### config.mk
export PLATFORM = sky130hd
export DESIGN_NAME = flash_pin_if
export DESIGN_NICKNAME = d
export VERILOG_FILES = /design/src/inc/flash_pin_pkg.sv /design/src/logic/pin_sync.sv /design/src/logic/byte_fifo.sv /design/src/logic/flash_pin_if.sv
export SDC_FILE = /design/constraint.sdc
export NUM_CORES = 1
export LEC_CHECK = 0
export BUFFER_PORTS_ARGS = -buffer_cell sky130_fd_sc_hd__clkbuf_2
export CAP_MARGIN = 40
export CELL_PAD_IN_SITES_DETAIL_PLACEMENT = 1
export CELL_PAD_IN_SITES_GLOBAL_PLACEMENT = 1
export CORE_AREA = 10 10 155 157
export CTS_BUF_LIST = sky130_fd_sc_hd__clkbuf_8 sky130_fd_sc_hd__clkbuf_16
export DETAILED_ROUTE_END_ITERATION = 7
export DIE_AREA = 0 0 165 167
export PLACE_DENSITY = 0.63
export SLEW_MARGIN = 20
export SYNTH_ARGS = -nofsm -noshare
export SYNTH_HDL_FRONTEND = slang
export SYNTH_HIERARCHICAL = 1
export SYNTH_SLANG_ARGS = --single-unit
### constraint.sdc
create_clock -name i_core_clk -period 3.7 [get_ports i_core_clk]
set_input_delay 0.37 -clock i_core_clk [delete_from_list [all_inputs] [get_ports i_core_clk]]
set_output_delay 0.37 -clock i_core_clk [all_outputs]
set_load 0.05 [all_outputs]
### src/inc/flash_pin_pkg.sv
// shared constants and types for the serial flash pin interface
package flash_pin_pkg;

	localparam int          BYTE_W        = 8;      // bits per serial byte
	localparam int          RX_FIFO_DEPTH = 8;      // received-byte buffer depth
	localparam int          SYNC_W        = 5;      // pins passed through the synchroniser
	localparam int          SYNC_CS_POS   = 0;      // chip select (active low) position in sync bus
	localparam int          SYNC_SCK_POS  = 1;      // serial clock position
	localparam int          SYNC_SI_POS   = 2;      // input lane position
	localparam int          SYNC_HOLD_POS = 3;      // hold (active low) position
	localparam int          SYNC_WP_POS   = 4;      // write protect (active low) position
	localparam logic [4:0]  SYNC_RST_VAL  = 5'h19;  // cs, hold, wp idle high; sck, si low
	localparam logic [3:0]  BIT_CNT_FULL  = 4'h8;   // bits in one byte, as a count
	localparam logic [3:0]  BIT_CNT_RST   = 4'h0;   // bit counter reset value
	localparam logic [7:0]  TX_IDLE_BYTE  = 8'hff;  // shifted out when no byte is waiting
	localparam logic [7:0]  BYTE_RST      = 8'h00;  // data register reset value

	// link states seen from the device side
	typedef enum logic [1:0] {
		LS_DESELECTED,
		LS_ACTIVE,
		LS_HOLD
	} link_state_e;

endpackage

### src/logic/pin_sync.sv
// two-flop synchroniser bank for pins arriving from outside the core clock
`timescale 1ns/1ps
module pin_sync #(
	parameter int               W       = 1,
	parameter logic [W-1:0]     RST_VAL = '0
) (
	input  wire logic           i_core_clk,
	input  wire logic           i_rst_b,
	input  wire logic [W-1:0]   i_async,
	output logic      [W-1:0]   o_sync
);

	logic [W-1:0] meta_ff;      // first stage, read only by the second stage
	logic [W-1:0] sync_ff;      // second stage, safe to use
	logic [W-1:0] nxt_meta;
	logic [W-1:0] nxt_sync;

	// next values: plain shift through the two stages
	always_comb begin
		nxt_meta = i_async;
		nxt_sync = meta_ff;
	end

	// reset to the idle level of each pin so no false edge appears at release
	always_ff @(posedge i_core_clk or negedge i_rst_b) begin
		if (!i_rst_b) begin
			meta_ff <= RST_VAL;
			sync_ff <= RST_VAL;
		end else begin
			meta_ff <= nxt_meta;
			sync_ff <= nxt_sync;
		end
	end

	assign o_sync = sync_ff;

endmodule

### src/logic/byte_fifo.sv
// small flip-flop fifo with valid/ready on both sides
`timescale 1ns/1ps
module byte_fifo #(
	parameter int W     = 8,
	parameter int DEPTH = 8
) (
	input  wire logic         i_core_clk,
	input  wire logic         i_rst_b,
	input  wire logic [W-1:0] i_in_data,
	input  wire logic         i_in_valid,
	output logic              o_in_ready,
	output logic      [W-1:0] o_out_data,
	output logic              o_out_valid,
	input  wire logic         i_out_ready
);

	localparam int PTR_W = (DEPTH > 1) ? $clog2(DEPTH) : 1;
	localparam int CNT_W = $clog2(DEPTH + 1);

	logic [W-1:0]     mem_ff [DEPTH];     // storage words
	logic [W-1:0]     nxt_mem [DEPTH];
	logic [PTR_W-1:0] wr_ptr_ff;          // next slot to fill
	logic [PTR_W-1:0] rd_ptr_ff;          // oldest slot
	logic [CNT_W-1:0] count_ff;           // words held
	logic [PTR_W-1:0] nxt_wr_ptr;
	logic [PTR_W-1:0] nxt_rd_ptr;
	logic [CNT_W-1:0] nxt_count;
	logic             push;
	logic             pop;

	// pointer wrap shared by both sides
	function automatic logic [PTR_W-1:0] ptr_inc(input logic [PTR_W-1:0] p);
		ptr_inc = (p == PTR_W'(DEPTH - 1)) ? '0 : PTR_W'(p + 1'b1);
	endfunction

	// honest full and empty straight from the count
	assign o_in_ready  = (count_ff != CNT_W'(DEPTH));
	assign o_out_valid = (count_ff != '0);
	assign o_out_data  = mem_ff[rd_ptr_ff];

	// next values for storage and pointers
	always_comb begin
		push       = i_in_valid && o_in_ready;
		pop        = o_out_valid && i_out_ready;
		nxt_mem    = mem_ff;
		nxt_wr_ptr = wr_ptr_ff;
		nxt_rd_ptr = rd_ptr_ff;
		nxt_count  = count_ff;
		if (push) begin
			nxt_mem[wr_ptr_ff] = i_in_data;
			nxt_wr_ptr         = ptr_inc(wr_ptr_ff);
		end
		if (pop) begin
			nxt_rd_ptr = ptr_inc(rd_ptr_ff);
		end
		if (push && !pop) begin
			nxt_count = CNT_W'(count_ff + 1'b1);
		end else if (pop && !push) begin
			nxt_count = CNT_W'(count_ff - 1'b1);
		end
	end

	// register only
	always_ff @(posedge i_core_clk or negedge i_rst_b) begin
		if (!i_rst_b) begin
			for (int i = 0; i < DEPTH; i++) begin
				mem_ff[i] <= '0;
			end
			wr_ptr_ff <= '0;
			rd_ptr_ff <= '0;
			count_ff  <= '0;
		end else begin
			mem_ff    <= nxt_mem;
			wr_ptr_ff <= nxt_wr_ptr;
			rd_ptr_ff <= nxt_rd_ptr;
			count_ff  <= nxt_count;
		end
	end

endmodule

### src/logic/flash_pin_if.sv
// device-side pin interface of a serial flash: framing, shifting, dual output, hold, write protect
//
// Notes on behaviour
// - chip select high: deselect, standby, float output
// - deselected: input lane ignored entirely
// - operations framed by chip select edges
// - self-timed cycle delays standby after deselect
// - input lane captured on rising clock edges
// - output lanes change only on falling edges
// - dual read drives both lanes, two bits
// - active-low write protect gates hardware locking
// - write protect pulled up, inactive when open
// - hold pauses transfer, keeps command state
// - during hold: ignore clock, data; float output
// - hold never affects self-timed cycle
// - hold pulled up, inactive when open
`timescale 1ns/1ps
module flash_pin_if
	import flash_pin_pkg::*;
(
	input  wire logic              i_core_clk,
	input  wire logic              i_rst_b,
	// pins from the host
	input  wire logic              i_cs_b,
	input  wire logic              i_sck,
	input  wire logic              i_dual_lane_zero_in,
	output logic                   o_dual_lane_zero_out,
	output logic                   o_dual_lane_zero_oe,
	output logic                   o_dual_lane_one_out,
	output logic                   o_dual_lane_one_oe,
	input  wire logic              i_wp_b,
	input  wire logic              i_hold_b,
	// core side: received bytes
	output logic      [BYTE_W-1:0] o_rx_data,
	output logic                   o_rx_valid,
	input  wire logic              i_rx_ready,
	output logic                   o_rx_overrun,
	// core side: bytes to send
	input  wire logic [BYTE_W-1:0] i_tx_data,
	input  wire logic              i_tx_valid,
	output logic                   o_tx_ready,
	input  wire logic              i_read_phase,
	input  wire logic              i_dual_phase,
	// core side: framing and status
	input  wire logic              i_busy,
	output logic                   o_selected,
	output logic                   o_frame_start,
	output logic                   o_frame_end,
	output logic                   o_hold_active,
	output logic                   o_standby,
	output logic                   o_hw_lock
);

	logic [SYNC_W-1:0] pins_s;        // synchronised pin levels
	logic              cs_b_s;
	logic              sck_s;
	logic              si_s;
	logic              hold_b_s;
	logic              wp_b_s;

	link_state_e       state_ff;      // link state
	link_state_e       nxt_state;
	logic              sck_d_ff;      // last synchronised clock level
	logic              cs_b_d_ff;     // last synchronised chip select level
	logic              nxt_sck_d;
	logic              nxt_cs_b_d;
	logic              rise_seen_ff;  // a rising edge has come in this frame
	logic              nxt_rise_seen;
	logic [BYTE_W-1:0] rx_shift_ff;   // incoming bits, msb first
	logic [BYTE_W-1:0] nxt_rx_shift;
	logic [3:0]        rx_cnt_ff;     // bits gathered so far
	logic [3:0]        nxt_rx_cnt;
	logic [BYTE_W-1:0] tx_shift_ff;   // outgoing bits, msb first
	logic [BYTE_W-1:0] nxt_tx_shift;
	logic [3:0]        tx_cnt_ff;     // bits still to send from tx_shift_ff
	logic [3:0]        nxt_tx_cnt;
	logic [BYTE_W-1:0] hold_byte_ff;  // next byte waiting for the shifter
	logic [BYTE_W-1:0] nxt_hold_byte;
	logic              hold_full_ff;
	logic              nxt_hold_full;
	logic              tx_ready_ff;
	logic              nxt_tx_ready;
	logic              lane0_out_ff;
	logic              lane0_oe_ff;
	logic              lane1_out_ff;
	logic              lane1_oe_ff;
	logic              nxt_lane0_out;
	logic              nxt_lane0_oe;
	logic              nxt_lane1_out;
	logic              nxt_lane1_oe;
	logic              selected_ff;
	logic              frame_start_ff;
	logic              frame_end_ff;
	logic              hold_act_ff;
	logic              standby_ff;
	logic              hw_lock_ff;
	logic              overrun_ff;
	logic              nxt_overrun;
	logic              fifo_push;     // completed byte offered to the fifo
	logic              fifo_in_ready; // fifo has room
	logic [BYTE_W-1:0] push_byte;
	logic              sck_rise;
	logic              sck_fall;
	logic              cs_fall;
	logic [BYTE_W-1:0] cur_byte;      // byte being driven this falling edge
	logic [3:0]        cur_cnt;

	// edge finder, used on clock and chip select
	function automatic logic edge_of(input logic prev, input logic cur, input logic rising);
		edge_of = rising ? (!prev && cur) : (prev && !cur);
	endfunction

	// every pin from the host passes two flops before any logic reads it
	pin_sync #(
		.W       (SYNC_W),
		.RST_VAL (SYNC_RST_VAL)
	) u_sync (
		.i_core_clk (i_core_clk),
		.i_rst_b    (i_rst_b),
		.i_async    ({i_wp_b, i_hold_b, i_dual_lane_zero_in, i_sck, i_cs_b}),
		.o_sync     (pins_s)
	);

	assign cs_b_s   = pins_s[SYNC_CS_POS];
	assign sck_s    = pins_s[SYNC_SCK_POS];
	assign si_s     = pins_s[SYNC_SI_POS];
	assign hold_b_s = pins_s[SYNC_HOLD_POS];
	assign wp_b_s   = pins_s[SYNC_WP_POS];

	assign sck_rise = edge_of(sck_d_ff, sck_s, 1'b1);
	assign sck_fall = edge_of(sck_d_ff, sck_s, 1'b0);
	assign cs_fall  = edge_of(cs_b_d_ff, cs_b_s, 1'b0);

	// received bytes wait here; the core drains them at its own pace
	byte_fifo #(
		.W     (BYTE_W),
		.DEPTH (RX_FIFO_DEPTH)
	) u_rx_fifo (
		.i_core_clk  (i_core_clk),
		.i_rst_b     (i_rst_b),
		.i_in_data   (push_byte),
		.i_in_valid  (fifo_push),
		.o_in_ready  (fifo_in_ready),
		.o_out_data  (o_rx_data),
		.o_out_valid (o_rx_valid),
		.i_out_ready (i_rx_ready)
	);

	// next values for the whole link: framing, hold, both shifters and the lanes
	always_comb begin
		nxt_state     = state_ff;
		nxt_sck_d     = sck_s;
		nxt_cs_b_d    = cs_b_s;
		nxt_rise_seen = rise_seen_ff;
		nxt_rx_shift  = rx_shift_ff;
		nxt_rx_cnt    = rx_cnt_ff;
		nxt_tx_shift  = tx_shift_ff;
		nxt_tx_cnt    = tx_cnt_ff;
		nxt_hold_byte = hold_byte_ff;
		nxt_hold_full = hold_full_ff;
		nxt_lane0_out = lane0_out_ff;
		nxt_lane0_oe  = lane0_oe_ff;
		nxt_lane1_out = lane1_out_ff;
		nxt_lane1_oe  = lane1_oe_ff;
		nxt_overrun   = overrun_ff;
		fifo_push     = 1'b0;
		push_byte     = {rx_shift_ff[BYTE_W-2:0], si_s};
		cur_byte      = tx_shift_ff;
		cur_cnt       = tx_cnt_ff;
		case (state_ff)
			LS_DESELECTED: begin
				// input lane and clock ignored until a new frame opens
				nxt_lane0_oe = 1'b0;
				nxt_lane1_oe = 1'b0;
				if (cs_fall) begin
					nxt_state     = LS_ACTIVE;
					nxt_rise_seen = 1'b0;
					nxt_rx_cnt    = BIT_CNT_RST;
					nxt_tx_cnt    = BIT_CNT_RST;
					nxt_overrun   = 1'b0;
				end
			end
			LS_ACTIVE: begin
				if (cs_b_s) begin
					// partial bytes are dropped: the frame is over
					nxt_state    = LS_DESELECTED;
					nxt_lane0_oe = 1'b0;
					nxt_lane1_oe = 1'b0;
				end else if (!hold_b_s && !sck_s) begin
					// counters and shifters stay as they are for the resume
					nxt_state    = LS_HOLD;
					nxt_lane0_oe = 1'b0;
					nxt_lane1_oe = 1'b0;
				end else begin
					if (sck_rise) begin
						// mode 3 idles high, so its first falling edge comes before any rise
						nxt_rise_seen = 1'b1;
						if (!(i_read_phase && i_dual_phase)) begin
							// lane zero is an output in dual reads, nothing to capture
							nxt_rx_shift = push_byte;
							nxt_rx_cnt   = 4'(rx_cnt_ff + 1'b1);
							if (4'(rx_cnt_ff + 1'b1) == BIT_CNT_FULL) begin
								nxt_rx_cnt = BIT_CNT_RST;
								fifo_push  = fifo_in_ready;
								// the host cannot be stalled; a full buffer loses the byte
								nxt_overrun = overrun_ff || !fifo_in_ready;
							end
						end
					end
					if (sck_fall && rise_seen_ff) begin
						if (i_read_phase) begin
							if (tx_cnt_ff == BIT_CNT_RST) begin
								cur_byte      = hold_full_ff ? hold_byte_ff : TX_IDLE_BYTE;
								cur_cnt       = BIT_CNT_FULL;
								nxt_hold_full = 1'b0;
							end
							if (i_dual_phase) begin
								// two bits per edge, odd bit on lane one
								nxt_lane1_out = cur_byte[BYTE_W-1];
								nxt_lane0_out = cur_byte[BYTE_W-2];
								nxt_lane1_oe  = 1'b1;
								nxt_lane0_oe  = 1'b1;
								nxt_tx_shift  = {cur_byte[BYTE_W-3:0], 2'b00};
								nxt_tx_cnt    = 4'(cur_cnt - 4'h2);
							end else begin
								nxt_lane1_out = cur_byte[BYTE_W-1];
								nxt_lane1_oe  = 1'b1;
								nxt_lane0_oe  = 1'b0;
								nxt_tx_shift  = {cur_byte[BYTE_W-2:0], 1'b0};
								nxt_tx_cnt    = 4'(cur_cnt - 4'h1);
							end
						end else begin
							// read phase over: release both lanes on this edge
							nxt_lane0_oe = 1'b0;
							nxt_lane1_oe = 1'b0;
						end
					end
				end
			end
			LS_HOLD: begin
				// clock and lane zero are not looked at here
				nxt_lane0_oe = 1'b0;
				nxt_lane1_oe = 1'b0;
				if (cs_b_s) begin
					nxt_state = LS_DESELECTED;
				end else if (hold_b_s) begin
					// restore the lanes only at the next falling edge
					nxt_state = LS_ACTIVE;
				end
			end
			default: begin
				nxt_state    = LS_DESELECTED;
				nxt_lane0_oe = 1'b0;
				nxt_lane1_oe = 1'b0;
			end
		endcase
		// core hands over the next byte while the holding slot is free
		if (i_tx_valid && tx_ready_ff) begin
			nxt_hold_byte = i_tx_data;
			nxt_hold_full = 1'b1;
		end
		nxt_tx_ready = !nxt_hold_full;
	end

	// link state registers
	always_ff @(posedge i_core_clk or negedge i_rst_b) begin
		if (!i_rst_b) begin
			state_ff     <= LS_DESELECTED;
			sck_d_ff     <= 1'b0;
			cs_b_d_ff    <= 1'b1;
			rise_seen_ff <= 1'b0;
			rx_shift_ff  <= BYTE_RST;
			rx_cnt_ff    <= BIT_CNT_RST;
			tx_shift_ff  <= BYTE_RST;
			tx_cnt_ff    <= BIT_CNT_RST;
			hold_byte_ff <= BYTE_RST;
			hold_full_ff <= 1'b0;
			tx_ready_ff  <= 1'b0;
			lane0_out_ff <= 1'b0;
			lane0_oe_ff  <= 1'b0;
			lane1_out_ff <= 1'b0;
			lane1_oe_ff  <= 1'b0;
			overrun_ff   <= 1'b0;
		end else begin
			state_ff     <= nxt_state;
			sck_d_ff     <= nxt_sck_d;
			cs_b_d_ff    <= nxt_cs_b_d;
			rise_seen_ff <= nxt_rise_seen;
			rx_shift_ff  <= nxt_rx_shift;
			rx_cnt_ff    <= nxt_rx_cnt;
			tx_shift_ff  <= nxt_tx_shift;
			tx_cnt_ff    <= nxt_tx_cnt;
			hold_byte_ff <= nxt_hold_byte;
			hold_full_ff <= nxt_hold_full;
			tx_ready_ff  <= nxt_tx_ready;
			lane0_out_ff <= nxt_lane0_out;
			lane0_oe_ff  <= nxt_lane0_oe;
			lane1_out_ff <= nxt_lane1_out;
			lane1_oe_ff  <= nxt_lane1_oe;
			overrun_ff   <= nxt_overrun;
		end
	end

	// status flags, registered so each output comes from a flop
	always_ff @(posedge i_core_clk or negedge i_rst_b) begin
		if (!i_rst_b) begin
			selected_ff    <= 1'b0;
			frame_start_ff <= 1'b0;
			frame_end_ff   <= 1'b0;
			hold_act_ff    <= 1'b0;
			standby_ff     <= 1'b1;
			hw_lock_ff     <= 1'b0;
		end else begin
			selected_ff    <= (nxt_state != LS_DESELECTED);
			frame_start_ff <= (state_ff == LS_DESELECTED) && (nxt_state == LS_ACTIVE);
			frame_end_ff   <= (state_ff != LS_DESELECTED) && (nxt_state == LS_DESELECTED);
			hold_act_ff    <= (nxt_state == LS_HOLD);
			// a running program or erase keeps the part out of standby, hold or not
			standby_ff     <= (nxt_state == LS_DESELECTED) && !i_busy;
			// a floating pin reads high through its pull-up: locking off
			hw_lock_ff     <= !wp_b_s;
		end
	end

	assign o_dual_lane_zero_out = lane0_out_ff;
	assign o_dual_lane_zero_oe  = lane0_oe_ff;
	assign o_dual_lane_one_out  = lane1_out_ff;
	assign o_dual_lane_one_oe   = lane1_oe_ff;
	assign o_tx_ready           = tx_ready_ff;
	assign o_rx_overrun         = overrun_ff;
	assign o_selected           = selected_ff;
	assign o_frame_start        = frame_start_ff;
	assign o_frame_end          = frame_end_ff;
	assign o_hold_active        = hold_act_ff;
	assign o_standby            = standby_ff;
	assign o_hw_lock            = hw_lock_ff;

endmodule

==> results.py <==
metrics = {
    "floorplan": {
        "rows": 53,
        "io-pin-count": 41,
        "initial_utilization_pct": 29.5,
        "die_h_um": 167,
        "die_x_um": 165,
        "coreArea_um2": 20800,
        "dieArea_um2": 27600,
    },
    "synth": {
        "synthFlopType": "dfrtp_1",
        "syn-instance-count": 438,
        "ys_async_sr_fraction_pct": 100,
        "ys_ff_latch": 132,
        "synth_edf_count": 0,
        "synth_nets": 471,
        "netlist_area_um2": 6140,
        "synthTopCellsByArea": "dfrtp_1 (51%), mux2_2 (14%), mux4_2 (5.9%), mux2_4 (3.9%), dfstp_2 (3.4%)",
        "ys_seq_area_share_pct": 54.0,
        "synth_top_cell_area_share_pct": 50.5,
        "synth_top_area_cell": "dfrtp_1",
        "ys_types": 54,
        "avgSynthCellArea_um2": 14.0,
        "yosysWarnings": 6,
    },
    "timing": {
        "fmax_ghz": 0.303,
        "worst_pin_slew_ps": 846,
        "fin_crit_ps": 3300,
        "holdWs_ps": 31.0,
        "maxSlewViolCount": 0,
        "min_period_over_period_pct": 89.3,
        "rsz0062_at_grt": "false",
        "final-hold-violation-count": 0,
        "clock-skew-final_ps": 8.22,
        "max_slew_margin_pct": 43.4,
        "setup_tns_ps": 0,
        "setup_viol": 0,
    },
    "critical_path": {
        "crit_chain": "and2b_2 -> nand3_1 -> nor3_1 -> nand2_1 -> inv_1 -> ha_1 -> inv_1 -> ha_1 -> or4_1 -> o211ai_1 -> o211ai_1",
        "path_buf_inv": 2,
        "critPathTopFamily": "simple AND/OR/NAND/NOR gates",
        "path_class": "reg -> reg",
        "arrival_ps": 3580,
        "endpoint_kind": "flop",
        "cpPeakStageDelay_ps": 520,
        "cp.required_ps": 3980,
        "crit_fanout": 10,
        "start_kind": "flop",
        "cpMaxStageDelayCell": "or4_1",
    },
    "pwr": {
        "p_per_area_nw_per_um2": 481,
        "pwr-share-seq_pct": 45.6,
        "leakagePower_nw": 3.41,
        "p_sw_mw": 0.847,
        "p_comb_share_pct": 8.0,
        "ir_drop_mv": 0.273,
        "power_switching_share_pct": 24.2,
        "power.internal_mw": 2.66,
        "p_clk_share_pct": 46.4,
    },
    "cells_and_area": {
        "final_core_util_pct": 35.0,
        "multi_input_area_um2": 2670,
        "area_delta_synth_final_pct": 18.6,
        "final_cell_mix": "dfrtp_1 (124), mux2_2 (79), clkbuf_2 (39), nand2_1 (27), inv_1 (20)",
        "diodes": 0,
        "final_layout_size_suffix_gt1_share_pct": 41.5,
        "mostFrequentLayoutCell": "dfrtp_1",
        "fillerInstances": 2237,
        "fin_nets": 524,
        "final-seq-area_um2": 3310,
        "fin_cells": 779,
    },
    "cts": {
        "clock_sink_count": 132,
        "clock_path_buffers": 2,
        "worstSkewPairLatency_ps": 420,
        "cts_buffers": 17,
        "cts_tree": "built",
        "cts_resized": 0,
        "clock-root-buffer": "clkbuf_16",
        "cts_max_level": 4,
        "path_clk_slew_ps": 60,
    },
    "grt": {
        "antenna_found_initial": 0,
        "grt_max_degree": 53,
        "track_usage_pct": 10.6,
        "grt_pass1_wl_um": 23000,
        "grt_pass1_vias": 4309,
        "grt.overflow.total": 0,
    },
    "placed_design": {
        "placed_cells": 746,
        "dp_hpwl_um": 9590,
        "gp_congestion": 0.779,
        "io_buffers": 40,
    },
    "detailed_routing": {
        "via_per_inst": 4.82,
        "wl_per_cell_um": 17.8,
        "routed_wl_um": 13900,
        "drc": 0,
        "ant_nets": 0,
        "drt_first_iter_violations": 166,
        "dr.pass1.iters": 4,
        "vias": 3751,
    },
    "flow_run": {
        "drv_cap": 0,
    },
    "worst_hold_path": {
        "hp-class": "in -> reg",
    },
    "status": {
        "status": "complete, no violations",
    },
}
registers in the layout, indices dropped and copies added, names as in the netlist, 2 cells and up:
name	count
hold_byte_ff	8
rx_cnt_ff	4
rx_shift_ff	7
state_ff	2
tx_cnt_ff	4
tx_shift_ff	7
u_rx_fifo/count_ff	4
u_rx_fifo/mem_ff	64
u_rx_fifo/rd_ptr_ff	3
u_rx_fifo/wr_ptr_ff	3
u_sync/meta_ff	5
u_sync/o_sync	5
cell type report:
class | count | area share [%]
multi-input combinational | 273 | 36.6
sequential | 132 | 45.5
inverter | 16 | 0.824
tap | 275 | 4.72
clock buffer | 19 | 6.22
timing repair buffer | 51 | 4.55
clock inverter | 13 | 1.63
worst register-to-register path, stage by stage, from the launching register on:
cell and delay, ps:
dfrtp_1 490, and2b_2 350, nand3_1 140, nor3_1 330, nand2_1 200, inv_1 100, ha_1 250, inv_1 150
ha_1 400, or4_1 520, o211ai_1 130, o211ai_1 120
Yosys cell counts, types with 5 or more instances:
cell type and n:
clkbuf_1 6, o21ai_0 19, nand2_1 27, dfstp_2 8, mux2_4 16, dfrtp_1 124, ha_1 12, inv_1 16
a21oi_1 9, nor3_1 7, a21boi_0 5, nor2_1 12, mux4_2 16, mux2i_1 6, o221ai_1 5, nand3_1 9
mux2_2 79
what timing repair did:
item | 4_1_cts | 5_1_grt
hold buffers | 1 | 0
setup endpoints to repair | 0 | 0
hold endpoints to repair | 38 | 0
setup buffers | 0 | 0
layer usage:
| layer | up-vias | GRT usage [%] | part of all wire (%) |
|---|---|---|---|
| met2 | 54 | 18.0 | 52 |
| met1 | 1973 | 12.5 | 44 |
| met4 | 0 | 2.66 | 0.63 |
| li1 | 1713 | - | - |
| met3 | 11 | 3.70 | 4.0 |
| met5 | - | 0 | 0 |
path summary, 6_finish.rpt:
| check | startpoint | slack, ps | cells past startpoint | end |
|---|---|---|---|---|
| setup / recovery | state_ff[1] | 400 | 11 | u_rx_fifo/count_ff[3] |
| hold / removal | i_hold_b | 30 | 1 | u_sync/meta_ff[3] |
| setup reg to reg | state_ff[1] | 400 | 11 | u_rx_fifo/count_ff[3] |
| hold reg to reg | u_sync/meta_ff[1] | 350 | 0 | u_sync/o_sync[1] |
| max in group asynchronous | i_rst_b | 2350 | 4 | u_rx_fifo/mem_ff[40] |
| min in group asynchronous | i_rst_b | 440 | 2 | u_rx_fifo/mem_ff[28] |
power by group through the flow:
stage	logic [mW]	registers (mW)	clock network, mW
global placement	0.271	1.62	0
CTS	0.290	1.60	1.68
global route	0.313	1.61	1.75
floorplan	0.165	1.62	0
finish	0.281	1.60	1.63
detailed placement	0.286	1.62	0
cell families (layout without fill, tap and decap cells):
family / count (synthesis) / count (layout) / synth area share, %
xor gates and xnor gates: 4 / 4 / 0.571
and+or+nand+nor: 86 / 86 / 8.96
buffers and inverters: 33 / 99 / 2.65
adders and majority gates: 13 / 13 / 2.77
muxes: 117 / 117 / 25.2
AOI/OAI and AO/OA: 53 / 53 / 5.85
DFF: 132 / 132 / 54.0
metrics by stage:
| stage | power, mW | cell area, um2 | setup slack (ps) |
|---|---|---|---|
| 3_5_place_dp | 1.91 | 6700 | 384 |
| 6_report | 3.51 | 7290 | 396 |
| 3_3_place_gp | 1.89 | 6660 | 664 |
| 2_1_floorplan | 1.79 | 6140 | 626 |
| 4_1_cts | 3.57 | 7290 | 362 |
| 5_1_grt | 3.67 | 7290 | 151 |
Power figures use the tool's default switching activity.
